$ cat src/design/mtr_cfg.svh
// Register offsets, reset values and timing constants of the motor thermal relay
`ifndef MTR_CFG_SVH
`define MTR_CFG_SVH
// ----------------------------------------------------------------
// Register byte addresses
// ----------------------------------------------------------------
`define MTR_A_M1_RATED 8'h00
`define MTR_A_M2_RATED 8'h04
`define MTR_A_M2_TYPE 8'h08
`define MTR_A_MOTOR_CFG 8'h0C
`define MTR_A_IN_FUNC 8'h10
`define MTR_A_OUT_FUNC 8'h14
`define MTR_A_TEMP_LIMIT 8'h18
`define MTR_A_STATUS 8'h1C
`define MTR_A_HEAT1 8'h20
`define MTR_A_HEAT2 8'h24
`define MTR_A_IRQ_STAT 8'h28
`define MTR_A_IRQ_MASK 8'h2C
// ----------------------------------------------------------------
// Values and field positions
// ----------------------------------------------------------------
`define MTR_UNSET 16'h270F
`define MTR_M2_MAX 16'h1388
`define MTR_FN_RT 8'h03
`define MTR_FN_PRE_POS 8'h08
`define MTR_FN_PRE_NEG 8'h6C
`define MTR_RST_M1 16'h0000
`define MTR_RST_TEMP 16'h0C80
`define MTR_PRE_PCT 8'h55
`define MTR_FULL_PCT 8'h64
`define MTR_HEAT_SHIFT 6
`define MTR_DERATE 16'h0040
`define MTR_IRQ_MTRIP 0
`define MTR_IRQ_TTRIP 1
`define MTR_IRQ_PRE 2
// ----------------------------------------------------------------
// Timing
// ----------------------------------------------------------------
`define MTR_CLK_MHZ 250
`define MTR_TICK_US 1000
`define MTR_TICK_CYC (`MTR_TICK_US * `MTR_CLK_MHZ)
`endif

$ cat src/design/mtr_pkg.sv
// Types shared by the motor thermal relay
package mtr_pkg;
    typedef enum logic [1:0] {MTR_OFF, MTR_COOL, MTR_TRACK} mtr_state_e;
    typedef logic [15:0] mtr_word_t;
endpackage : mtr_pkg

$ cat src/design/mtr_relay.sv
// Electronic motor thermal overload relay with transistor overload protection
`timescale 1ns/1ps
`include "mtr_cfg.svh"

module mtr_relay #(
    parameter int NIN = 4,
    parameter int NOUT = 2,
    parameter int TICK_CYC = `MTR_TICK_CYC,
    parameter logic [15:0] INV_RATED = 16'h0032
)(
    input wire logic ref_clk_in, // 250 MHz clock
    input wire logic rst_in, // Sync reset, high
    input wire logic [7:0] addr_in, // Register byte address
    input wire logic [31:0] wdata_in, // Write data
    input wire logic wr_in, // Write strobe
    input wire logic rd_in, // Read strobe
    output logic [31:0] rdata_out, // Read data, next cycle
    input wire mtr_pkg::mtr_word_t cur_in, // Output current, 0.1 A units
    input wire mtr_pkg::mtr_word_t temp_in, // Heat sink temperature code
    input wire logic [NIN-1:0] term_in, // Input terminal pins
    input wire logic fault_reset_in, // Reset input pin
    output logic [NOUT-1:0] term_out, // Output terminal pins
    output logic gate_enable_out, // Output transistor enable
    output logic motor_overload_trip_out, // Motor thermal trip
    output logic transistor_overload_trip_out, // Transistor thermal trip
    output logic thermal_prealarm_display_out, // Prealarm indicator
    output logic overload_zone_out, // Load above 150 percent
    output logic irq_out // Level interrupt
);
    import mtr_pkg::*;

    // ------------------------------------------------------------
    // Helpers
    // ------------------------------------------------------------
    // Terminal function code of terminal k in a packed word
    function automatic logic [7:0] fn_code(input logic [31:0] w, input int k);
        fn_code = w[8*k +: 8];
    endfunction : fn_code

    // Heat step: hold when off, else leak toward zero and add current squared when tracking
    function automatic logic [47:0] heat_step(input logic [47:0] h,
        input mtr_state_e s, input logic [31:0] isq);
        logic [47:0] leak;
        leak = h >> `MTR_HEAT_SHIFT;
        if (leak == 48'h0000_0000_0000 && h != 48'h0000_0000_0000)
            leak = 48'h0000_0000_0001;
        heat_step = h - leak;
        if (s == MTR_TRACK)
            heat_step = heat_step + {16'h0000, isq};
        else if (s == MTR_OFF)
            heat_step = h;
    endfunction : heat_step

    // ------------------------------------------------------------
    // Registers
    // ------------------------------------------------------------
    logic [15:0] m1_rated_r, m2_rated_r, m2_type_r, temp_limit_r;
    logic [3:0] motor_cfg_r; // bit0 PM motor, bits 3:1 switching freq
    logic [31:0] in_func_r, out_func_r;
    logic [2:0] irq_stat_r, irq_mask_r, irq_set;
    logic [47:0] heat1_r, heat2_r;
    logic mtrip_r, ttrip_r, pre_r;

    // Software writes
    always_ff @(posedge ref_clk_in)
    begin
        if (rst_in)
        begin
            m1_rated_r <= `MTR_RST_M1;
            m2_rated_r <= `MTR_UNSET;
            m2_type_r <= `MTR_UNSET;
            motor_cfg_r <= 4'h0;
            in_func_r <= 32'h0000_0000;
            out_func_r <= 32'h0000_0000;
            temp_limit_r <= `MTR_RST_TEMP;
            irq_mask_r <= 3'h0;
        end
        else if (wr_in)
        begin
            case (addr_in)
                `MTR_A_M1_RATED: m1_rated_r <= wdata_in[15:0];
                `MTR_A_M2_RATED: m2_rated_r <= wdata_in[15:0];
                `MTR_A_M2_TYPE: m2_type_r <= wdata_in[15:0];
                `MTR_A_MOTOR_CFG: motor_cfg_r <= wdata_in[3:0];
                `MTR_A_IN_FUNC: in_func_r <= wdata_in;
                `MTR_A_OUT_FUNC: out_func_r <= wdata_in;
                `MTR_A_TEMP_LIMIT: temp_limit_r <= wdata_in[15:0];
                `MTR_A_IRQ_MASK: irq_mask_r <= wdata_in[2:0];
                default: ;
            endcase
        end
    end

    // ------------------------------------------------------------
    // Pin synchronisers
    // ------------------------------------------------------------
    logic [NIN-1:0] term_s1_r, term_s2_r;
    logic frst_s1_r, frst_s2_r;

    // Two flops per pin; stage one feeds stage two only
    always_ff @(posedge ref_clk_in)
    begin
        if (rst_in)
        begin
            term_s1_r <= '0;
            term_s2_r <= '0;
            frst_s1_r <= 1'b0;
            frst_s2_r <= 1'b0;
        end
        else
        begin
            term_s1_r <= term_in;
            term_s2_r <= term_s1_r;
            frst_s1_r <= fault_reset_in;
            frst_s2_r <= frst_s1_r;
        end
    end

    // Select is the OR of every input terminal assigned to it
    logic [NIN-1:0] rt_hit;
    genvar gi;
    generate
        for (gi = 0; gi < NIN; gi++)
        begin : g_in
            assign rt_hit[gi] = term_s2_r[gi] && fn_code(in_func_r, gi) == `MTR_FN_RT;
        end
    endgenerate
    logic rt;
    assign rt = |rt_hit;

    // ------------------------------------------------------------
    // Motor state selection
    // ------------------------------------------------------------
    logic m1_on, m2_range, m2_alias;
    mtr_state_e m1_state, m2_state;
    logic [15:0] m2_ref;
    assign m1_on = m1_rated_r != 16'h0000;
    assign m2_range = m2_rated_r != 16'h0000 && m2_rated_r <= `MTR_M2_MAX;
    // Unset motor 2 rating with a second motor type borrows motor 1 rating
    assign m2_alias = m2_rated_r == `MTR_UNSET && m2_type_r != `MTR_UNSET && m1_on;
    assign m2_ref = m2_range ? m2_rated_r : m1_rated_r;

    always_comb
    begin
        m1_state = MTR_OFF;
        if (m1_on)
        begin
            if (rt && (m2_range || m2_rated_r == 16'h0000 || m2_type_r != `MTR_UNSET))
                m1_state = MTR_COOL;
            else
                m1_state = MTR_TRACK;
        end
        m2_state = MTR_OFF;
        if (m2_range || m2_alias)
            m2_state = rt ? MTR_TRACK : MTR_COOL;
    end

    // ------------------------------------------------------------
    // Heat accumulation
    // ------------------------------------------------------------
    logic [$clog2(TICK_CYC)-1:0] tick_cnt_r;
    logic tick_r;
    // Slow heat tick; one-cycle enable
    always_ff @(posedge ref_clk_in)
    begin
        if (rst_in || tick_cnt_r == ($clog2(TICK_CYC))'(TICK_CYC - 1))
            tick_cnt_r <= '0;
        else
            tick_cnt_r <= tick_cnt_r + 1'b1;
        tick_r <= !rst_in && tick_cnt_r == ($clog2(TICK_CYC))'(TICK_CYC - 1);
    end

    logic [31:0] isq;
    assign isq = cur_in * cur_in;

    // Heat state; fault reset wins over a tick
    always_ff @(posedge ref_clk_in)
    begin
        if (rst_in || frst_s2_r)
        begin
            heat1_r <= 48'h0000_0000_0000;
            heat2_r <= 48'h0000_0000_0000;
        end
        else if (tick_r)
        begin
            heat1_r <= heat_step(heat1_r, m1_state, isq);
            heat2_r <= heat_step(heat2_r, m2_state, isq);
        end
    end

    // ------------------------------------------------------------
    // Thresholds
    // ------------------------------------------------------------
    // Full heat is rating squared scaled like steady-state heat
    logic [47:0] full1, full2, h1x, h2x, p1, p2, f1, f2;
    logic pre_hit, trip_hit, temp_hit, zone_hit;
    // Widen before squaring; a product inside a concatenation keeps only 16 bits
    assign full1 = {16'h0000, 32'(m1_rated_r) * m1_rated_r} << `MTR_HEAT_SHIFT;
    assign full2 = {16'h0000, 32'(m2_ref) * m2_ref} << `MTR_HEAT_SHIFT;
    // Compare scaled by 100 to avoid a divider
    assign h1x = 48'(heat1_r * `MTR_FULL_PCT);
    assign h2x = 48'(heat2_r * `MTR_FULL_PCT);
    assign p1 = 48'(full1 * `MTR_PRE_PCT);
    assign p2 = 48'(full2 * `MTR_PRE_PCT);
    assign f1 = 48'(full1 * `MTR_FULL_PCT);
    assign f2 = 48'(full2 * `MTR_FULL_PCT);
    assign pre_hit = (m1_state != MTR_OFF && h1x >= p1)
        || (m2_state != MTR_OFF && h2x >= p2);
    // Only a tracking motor can reach full heat and trip
    assign trip_hit = (m1_state == MTR_TRACK && h1x >= f1)
        || (m2_state == MTR_TRACK && h2x >= f2);

    // Trip point drops as the switching frequency code rises
    logic [15:0] derate, temp_thr, load_ref;
    assign derate = 16'(motor_cfg_r[3:1] * `MTR_DERATE);
    assign temp_thr = (temp_limit_r > derate) ? temp_limit_r - derate : 16'h0000;
    assign temp_hit = temp_in >= temp_thr;

    // Load reference: inverter rating for induction, motor rating for PM
    assign load_ref = motor_cfg_r[0] ? (rt ? m2_ref : m1_rated_r) : INV_RATED;
    assign zone_hit = {1'b0, cur_in, 1'b0} > {1'b0, load_ref, 1'b0} + {2'b00, load_ref};

    // ------------------------------------------------------------
    // Trips and prealarm
    // ------------------------------------------------------------
    // Trips latch until fault reset
    always_ff @(posedge ref_clk_in)
    begin
        if (rst_in || frst_s2_r)
        begin
            mtrip_r <= 1'b0;
            ttrip_r <= 1'b0;
            pre_r <= 1'b0;
        end
        else
        begin
            mtrip_r <= mtrip_r || trip_hit;
            ttrip_r <= ttrip_r || temp_hit;
            pre_r <= pre_hit;
        end
    end

    logic [NOUT-1:0] term_r;
    logic gate_r, zone_r;
    // Gate removal one cycle after any trip latches
    always_ff @(posedge ref_clk_in)
    begin
        if (rst_in)
        begin
            gate_r <= 1'b0;
            zone_r <= 1'b0;
        end
        else
        begin
            gate_r <= !(mtrip_r || ttrip_r);
            zone_r <= zone_hit;
        end
    end

    // Output terminal routing; unassigned codes drive low
    generate
        for (gi = 0; gi < NOUT; gi++)
        begin : g_out
            always_ff @(posedge ref_clk_in)
            begin
                if (rst_in)
                    term_r[gi] <= 1'b0;
                else if (fn_code(out_func_r, gi) == `MTR_FN_PRE_POS)
                    term_r[gi] <= pre_r;
                else if (fn_code(out_func_r, gi) == `MTR_FN_PRE_NEG)
                    term_r[gi] <= !pre_r;
                else
                    term_r[gi] <= 1'b0;
            end
        end
    endgenerate

    // ------------------------------------------------------------
    // Interrupts and read port
    // ------------------------------------------------------------
    logic mtrip_d_r, ttrip_d_r, pre_d_r, irq_r;
    logic [31:0] rdata_r;
    assign irq_set = {pre_r && !pre_d_r, ttrip_r && !ttrip_d_r, mtrip_r && !mtrip_d_r};

    // Sticky bits; a new event beats the clear-on-read
    always_ff @(posedge ref_clk_in)
    begin
        if (rst_in)
        begin
            irq_stat_r <= 3'h0;
            {mtrip_d_r, ttrip_d_r, pre_d_r} <= 3'h0;
            irq_r <= 1'b0;
        end
        else
        begin
            if (rd_in && addr_in == `MTR_A_IRQ_STAT)
                irq_stat_r <= irq_set;
            else
                irq_stat_r <= irq_stat_r | irq_set;
            {mtrip_d_r, ttrip_d_r, pre_d_r} <= {mtrip_r, ttrip_r, pre_r};
            irq_r <= |(irq_stat_r & irq_mask_r);
        end
    end

    // Read data for one cycle after the strobe, zero otherwise
    always_ff @(posedge ref_clk_in)
    begin
        if (rst_in || !rd_in)
            rdata_r <= 32'h0000_0000;
        else
        begin
            case (addr_in)
                `MTR_A_M1_RATED: rdata_r <= {16'h0000, m1_rated_r};
                `MTR_A_M2_RATED: rdata_r <= {16'h0000, m2_rated_r};
                `MTR_A_M2_TYPE: rdata_r <= {16'h0000, m2_type_r};
                `MTR_A_MOTOR_CFG: rdata_r <= {28'h000_0000, motor_cfg_r};
                `MTR_A_IN_FUNC: rdata_r <= in_func_r;
                `MTR_A_OUT_FUNC: rdata_r <= out_func_r;
                `MTR_A_TEMP_LIMIT: rdata_r <= {16'h0000, temp_limit_r};
                `MTR_A_STATUS: rdata_r <= {22'h00_0000, m2_state, m1_state,
                    zone_r, rt, gate_r, pre_r, ttrip_r, mtrip_r};
                `MTR_A_HEAT1: rdata_r <= heat1_r[47:16];
                `MTR_A_HEAT2: rdata_r <= heat2_r[47:16];
                `MTR_A_IRQ_STAT: rdata_r <= {29'h0000_0000, irq_stat_r};
                `MTR_A_IRQ_MASK: rdata_r <= {29'h0000_0000, irq_mask_r};
                default: rdata_r <= 32'h0000_0000;
            endcase
        end
    end

    assign rdata_out = rdata_r;
    assign term_out = term_r;
    assign gate_enable_out = gate_r;
    assign motor_overload_trip_out = mtrip_r;
    assign transistor_overload_trip_out = ttrip_r;
    assign thermal_prealarm_display_out = pre_r;
    assign overload_zone_out = zone_r;
    assign irq_out = irq_r;
endmodule : mtr_relay
$ cat config.mk
export PLATFORM = sky130hd
export DESIGN_NAME = mtr_relay
export DESIGN_NICKNAME = d
export VERILOG_FILES = /design/src/design/mtr_pkg.sv /design/src/design/mtr_relay.sv
export VERILOG_INCLUDE_DIRS = /design/src /design/src/design
export SDC_FILE = /design/constraint.sdc
export NUM_CORES = 2
export LEC_CHECK = 0
export BUFFER_PORTS_ARGS = -buffer_cell sky130_fd_sc_hd__buf_2
export CORE_MARGIN = 10
export CORE_UTILIZATION = 55
export DETAILED_ROUTE_END_ITERATION = 10
export PLACE_DENSITY = 0.71
export SLEW_MARGIN = 10
export SYNTH_ARGS = -nofsm -noshare
export SYNTH_HDL_FRONTEND = slang
export SYNTH_SLANG_ARGS = --single-unit
$ cat constraint.sdc
create_clock -name ref_clk_in -period 37.8 [get_ports ref_clk_in]
set_input_delay 3.78 -clock ref_clk_in [delete_from_list [all_inputs] [get_ports ref_clk_in]]
set_output_delay 3.78 -clock ref_clk_in [all_outputs]
set_load 0.05 [all_outputs]
After elaboration in Yosys (flattened, before gate mapping)
Cells that the tools add are included.
{ "totals": {"in_bits": 81, "register_bits": 306, "word_cells": 166} }
{ "op_classes": {"mux": 24, "n_bitwise": 2, "n_eq_ne": 26, "order_cmp": 8, "n_reduce_logical": 61, "multipliers": 9, "add_sub_neg": 7} }
{ "op_table": {"columns": ["operator", "n"], "rows": [
  ["48-bit two-way mux", 8],
  ["32-bit case mux with 12 select lines", 1],
  ["48-bit by 45-bit greater-or-equal comparator with 1-bit output", 4],
  ["48-bit by 32-bit adder with 48-bit output", 2],
  ["48-bit logical NOT", 2],
  ["16-bit by 16-bit multiplier with 32-bit output", 3],
  ["48-bit by 5-bit multiplier with 46-bit output (second input constant)", 2],
  ["48-bit nonzero test", 2],
  ["48-bit subtractor", 2],
  ["42-bit two-way mux", 2],
  ["32-bit by 7-bit multiplier with 39-bit output (second input constant)", 2],
  ["32-bit by 5-bit multiplier with 37-bit output (second input constant)", 2],
  ["16-bit two-way mux", 4],
  ["8-bit by 2-bit == test with 1-bit output (second input constant)", 4],
  ["8-bit by 4-bit == test with 1-bit output (second input constant)", 4],
  ["8-bit by 5-bit == test with 1-bit output (second input constant)", 4],
  ["8-bit by 6-bit == test with 1-bit output (second input constant)", 4],
  ["16-bit nonzero test", 2],
  ["2-bit AND reduction", 10],
  ["1-bit logical AND", 19],
  ["17-bit by 16-bit adder with 18-bit output", 1],
  ["18-bit by 1-bit adder with 18-bit output (second input constant)", 1],
  ["18-bit == test (second input constant)", 1],
  ["17-bit by 18-bit > comparator with 1-bit output", 1],
  ["other kinds (23)", 50]
]} }

Logic depth before layout (Yosys ltp)
{ "depth": {"depth_word": 11, "ltp_mapped": 62, "depth_no_buf": 60} }

Least setup slack after synthesis
No wires, ideal clock.
{ "synth_path": {"kind": "register to register", "start": "register m2_rated_r[4]", "end": "register pre_r, in the netlist thermal_prealarm_display_out", "path_stages_with_launch": 52, "setup_ns": 0.074, "period_less_slack_ns": 12.866, "setup_slack_ns": 24.934, "t_required_ns": 37.726, "path_buffers": 1, "arrival_time_ns": 12.792, "path_cell_list": "dfxtp_1 -> nor4_1 -> and2_1 -> nand4_1 -> nand3_1 -> clkbuf_1 -> mux2i_1 -> clkinv_1 -> nand2_1 -> fa_1 -> inv_1 -> fa_1 -> fa_1 -> ha_1 -> fa_1 -> inv_1 -> fa_1 -> inv_1 -> [16 not listed] -> ha_1 -> or3_1 -> o21ai_0 -> a31oi_1 -> a21o_1 -> a21oi_1 -> xor2_1 -> ha_1 -> nand2_1 -> nor2_1 -> nand4_1 -> or4_1 -> a31oi_1 -> a211oi_1 -> o21ai_0 -> a21oi_1 -> and3b_1 -> o21ai_0"} }
{ "synth_between": {"elab_chain_cells": 10, "word_cells_on_any_way": 23, "cone_classes": "2 x mul; 2 x order compare; 1 x eq/ne; 4 x mux; 14 x reduce/logical"} }
{ "synth_lines": {"columns": ["item", "line", "text"], "rows": [
  ["from (decl)", "mtr_relay.sv:57", "logic [15:0] m1_rated_r, m2_rated_r, m2_type_r, temp_limit_r;"],
  ["from (signal assigned)", "mtr_relay.sv:70", "m2_rated_r <= `MTR_UNSET;"],
  ["from (signal assigned)", "mtr_relay.sv:82", "`MTR_A_M2_RATED: m2_rated_r <= wdata_in[15:0];"],
  ["branches (longest 9 deep; another with 48-bit by 45-bit greater-or-equal comparator with 1-bit output)", null, null],
  ["1-bit logical OR *", "mtr_relay.sv:208", "|| (m2_state != MTR_OFF && h2x >= p2);"],
  ["to (signal assigned)", "mtr_relay.sv:239", "pre_r <= pre_hit;"],
  ["to (decl)", "mtr_relay.sv:62", "logic mtrip_r, ttrip_r, pre_r;"]
]} }
Every way passes the cells marked *.
A chain may end at the register's enable or synchronous reset.

Final worst setup path
{ "layout_path": {"start": "register m2_rated_r[5]", "end": "register pre_r, in the netlist thermal_prealarm_display_out"} }
The elaborated chain is that of the path after synthesis.

==> PnR_summary.wiki <==
{| class="wikitable"
! Metric !! Value
|-
| Largest net degree at the start of global routing || a little over 90
|-
| Synth-to-layout area growth || 5.309%
|-
| Library cell occupying the most area in the post-synthesis netlist || sky130_fd_sc_hd__ha_1
|-
| R2r setup slk || around 22 ns
|-
| Max-slew violation total from the final report || 0
|-
| Die area || approximately 150000 um^2
|-
| Depth of the worst register-to-register path || just over 50
|-
| Maximum cell stage delay along the critical path || approximately 0.88 ns
|-
| Worst hold margin || about 0.44 ns
|-
| Launching element type of the critical path || flip-flop
|-
| Post-synthesis area per instance || 8.086 um^2
|-
| CP startpoint || m2_rated_r[5]
|-
| H-Tree Depth || 2
|-
| Final weighted congestion in routability-driven placement || between 0.9 and 1
|-
| #FFs+latches synth || between 300 and 400
|-
| Number of port buffers || between 100 and 150
|-
| Total Wirelength || 218.4 mm
|-
| Worst clock skew || 0.02225 ns
|-
| Power per cell area || ~37 nW/um^2
|-
| Setup repair after global routing missed its margin || false
|-
| Number of clock buffers inserted by TritonCTS || 36
|-
| Worst Hold Class || reg2reg
|-
| Hold Path Depth || 1
|-
| Number of flops mapped to enable cells by yosys || 0
|-
| Upper clock frequency limit || 64.79 MHz
|-
| Maximum Capacitance Violations || 0
|-
| Die H || 381.2 um
|-
| Number of post-CTS setup repair buffers || 0
|-
| Tcrit/Tclk final || 40.83%
|-
| Clock slew at reported path FFs || roughly 0.07 ns
|-
| Fraction of the mapped netlist area in compound gates || between 15 and 20%
|-
| Via count || about 62000
|-
| Summed negative setup slack over all endpoints || 0 ns
|-
| DRC Markers || 0
|-
| Detailed-routing iteration count for the pre-antenna-repair pass || 7
|-
| Core ar. || approximately 130000 um^2
|-
| Root cell of the clock tree || sky130_fd_sc_hd__clkbuf_16
|-
| Endpoint of the lowest-slack register-to-register path || thermal_prealarm_display_out
|-
| Crit path capture || thermal_prealarm_display_out
|-
| Status || complete, no violations
|-
| Xor/xnor cell area share of the yosys netlist || approximately 6%
|-
| Mux contribution to synthesized area || less than 1%
|-
| Commonest cells post-synth || sky130_fd_sc_hd__inv_1, sky130_fd_sc_hd__ha_1, sky130_fd_sc_hd__nand2_1, sky130_fd_sc_hd__fa_1, sky130_fd_sc_hd__a21oi_1
|-
| Worst endpoint data arrival time || between 15 and 20 ns
|-
| Most common cell type on the critical path || sky130_fd_sc_hd__fa_1
|-
| Final HPWL from detailed placement || around 180 mm
|-
| Detail-routed via count per cell || between 5 and 6
|-
| Deepest clock path buffer count || 3
|-
| Clock net sink count || between 300 and 400
|-
| Worst min-delay path startpoint || term_s1_r[2]
|-
| TritonCTS clock tree || done
|-
| Detailed-route wire length per cell || roughly 20 um
|-
| Number of antenna violations at the first check in global routing || 8
|-
| Start of the worst register-to-register path || m2_rated_r[5]
|-
| Total overflow reported by the global router || 0
|-
| Number of fill cells || about 12000
|-
| Number of core rows || around 130
|-
| Yosys Warn Count || 0
|-
| IO Pins || about 120
|-
| Instance area after placement || ~74000 um^2
|-
| Share of async-settable or async-resettable flops after synthesis || 0%
|-
| Die width || about 380 um
|-
| Master of the slowest instance on the critical path || sky130_fd_sc_hd__mux2i_1
|-
| Number of buffers inserted for hold repair after clock tree synthesis || 0
|-
| GRT Total Usage || between 20 and 30%
|-
| Critical path class || reg2reg
|-
| Basic-gate share of the synthesized area counting and, or, nand and nor cells || 14.52%
|-
| Combinational family with the most area after synthesis || adder cells
|-
| Worst-path maximum fanout || 20
|-
| First-pass GRT wire length || about 340 mm
|-
| Post-layout power || roughly 2.8 mW
|-
| Synth Cell Area || 71760 um^2
|-
| Post-synth top area share || about a quarter
|-
| Via count of the first global-routing pass || 62130
|-
| Worst-case vdd ir drop || around 0.00016 V
|-
| First DRT Iteration DRCs || roughly 5300
|-
| Final #Nets || 11030
|-
| Most area-consuming cells after synthesis || sky130_fd_sc_hd__ha_1, sky130_fd_sc_hd__fa_1, sky130_fd_sc_hd__inv_1
|-
| Most common flop cell mapped by yosys || sky130_fd_sc_hd__dfxtp_1
|-
| Utilization of the core after routing || about three fifths
|-
| Transition time at the pin with the least slew margin || between 1 and 1.5 ns
|-
| Clock period minus worst slack || about 15 ns
|-
| Post-Layout Inst Area || about 76000 um^2
|-
| Post-synthesis instance total || between 8000 and 9000
|-
| Antenna viol nets, final || 0
|-
| Leading cell type by number of instances after synthesis || sky130_fd_sc_hd__inv_1
|-
| Fin. Hold Viols || 0
|-
| Initial standard-cell utilization of the core || between 50% and 60%
|-
| CP Data Required Time || around 38 ns
|-
| Worst-Skew Late Latency || 0.60 ns
|-
| Final setup fails || 0
|-
| Part of the Yosys area used for sequential elements || about 8.5%
|-
| Post-synthesis adder-cell area fraction || a little over two fifths
|-
| Library cells used by synthesis || 93
|-
| Kind of capture point of the worst setup path || flip-flop
|-
| Pleak || between 40 and 50 nW
|-
| Fraction of layout instances using a drive strength above 1 || under 10%
|-
| Count of cells resized by post-cts repair || 0
|-
| Tightest slew margin relative to the limit || between 10% and 20%
|}
area by class of cell:
type | instances | area [um^2] | share of cell area (%)
Multi-Input combinational cell | 6650 | 58480 | 77.39
Timing Repair Buffer | 195 | 1166 | 1.543
Clock inverter | 19 | 222.7 | 0.2947
Inverter | 1697 | 6370 | 8.429
Antenna cell | 3 | 7.507 | 0.009934
Sequential cell | 306 | 6126 | 8.106
Tap cell | 1742 | 2180 | 2.884
Clock buffer | 45 | 1015 | 1.343
cells in the final DEF, fill, tap and decap left out, drive strengths merged, types with 92 or more instances in the layout:
cell type  synthesis  layout
nand4             92      92
nor3              99      99
inv             1689    1691
dfxtp            306     306
a21o             264     264
nand2            815     815
nand3            144     144
a21oi            606     606
o21ai            281     281
fa               720     720
a211oi           101     101
nor2             495     495
xor2             183     183
buf               10     195
xnor2            315     315
and2             151     151
ha              1345    1345
state kept, by name, summed over array words and instances, names as in the netlist, 2 cells and up:
register      cells
heat1_r          48
heat2_r          48
in_func_r        32
irq_mask_r        3
irq_stat_r        3
m1_rated_r       16
m2_rated_r       16
m2_type_r        16
motor_cfg_r       4
out_func_r       32
rdata_out        32
temp_limit_r     16
term_out          2
term_s1_r         4
term_s2_r         4
tick_cnt_r       18
metrics by stage:
step                setup slack (ns)  instances
floorplan                      24.93       8878
global placement               22.44      10590
detailed placement             22.55      10590
CTS                            22.51      10650
global route                   21.33      10650
finish                         22.37      10660
worst min path at each step:
stage / endpoint / slack [ns]
2_1_floorplan: frst_s2_r / 0.41
3_3_place_gp: frst_s2_r / 0.42
3_5_place_dp: term_s2_r[2] / 0.43
4_1_cts: term_s2_r[2] / 0.44
5_1_grt: term_s2_r[2] / 0.45
6_report: term_s2_r[2] / 0.44
routing by layer:
layer / up-vias / wire length, um / global-route usage, % / part of all wire [%]
li1: 29580 / - / - / -
met1: 29880 / 91090 / 37.74 / 42
met2: 2219 / 99350 / 47.75 / 45
met3: 534 / 14610 / 3.339 / 6.7
met4: 8 / 13260 / 14.92 / 6.1
met5: - / 54 / 0 / 0.025
cell families (layout without fill, tap and decap cells):
kind of cell	after synthesis	after routing
buffers and inverters	1922	1956
other	1	7
AO/OA/AOI/OAI	1835	1835
adder cells (fa/ha/maj)	2065	2065
multiplexers	46	46
XOR/XNOR	498	498
AND/OR/NAND/NOR	2202	2202
flip-flops	306	306
power breakdown:
part	total [mW]	switching, mW	internal, mW
clock network	0.378	0.165	0.213
registers	0.325	0.00128	0.324
logic	2.07	1.30	0.768
worst max-delay path: cells and delay by family (launching register included):
kind / cells / cell delay (ns)
fa+ha+maj: 13 / 5.28
simple gates: 14 / 3.86
compound gates: 13 / 2.67
buf+inv: 8 / 1.49
mux: 1 / 0.88
xor+xnor: 2 / 0.77
flops: 1 / 0.36
Power figures use the tool's default switching activity.
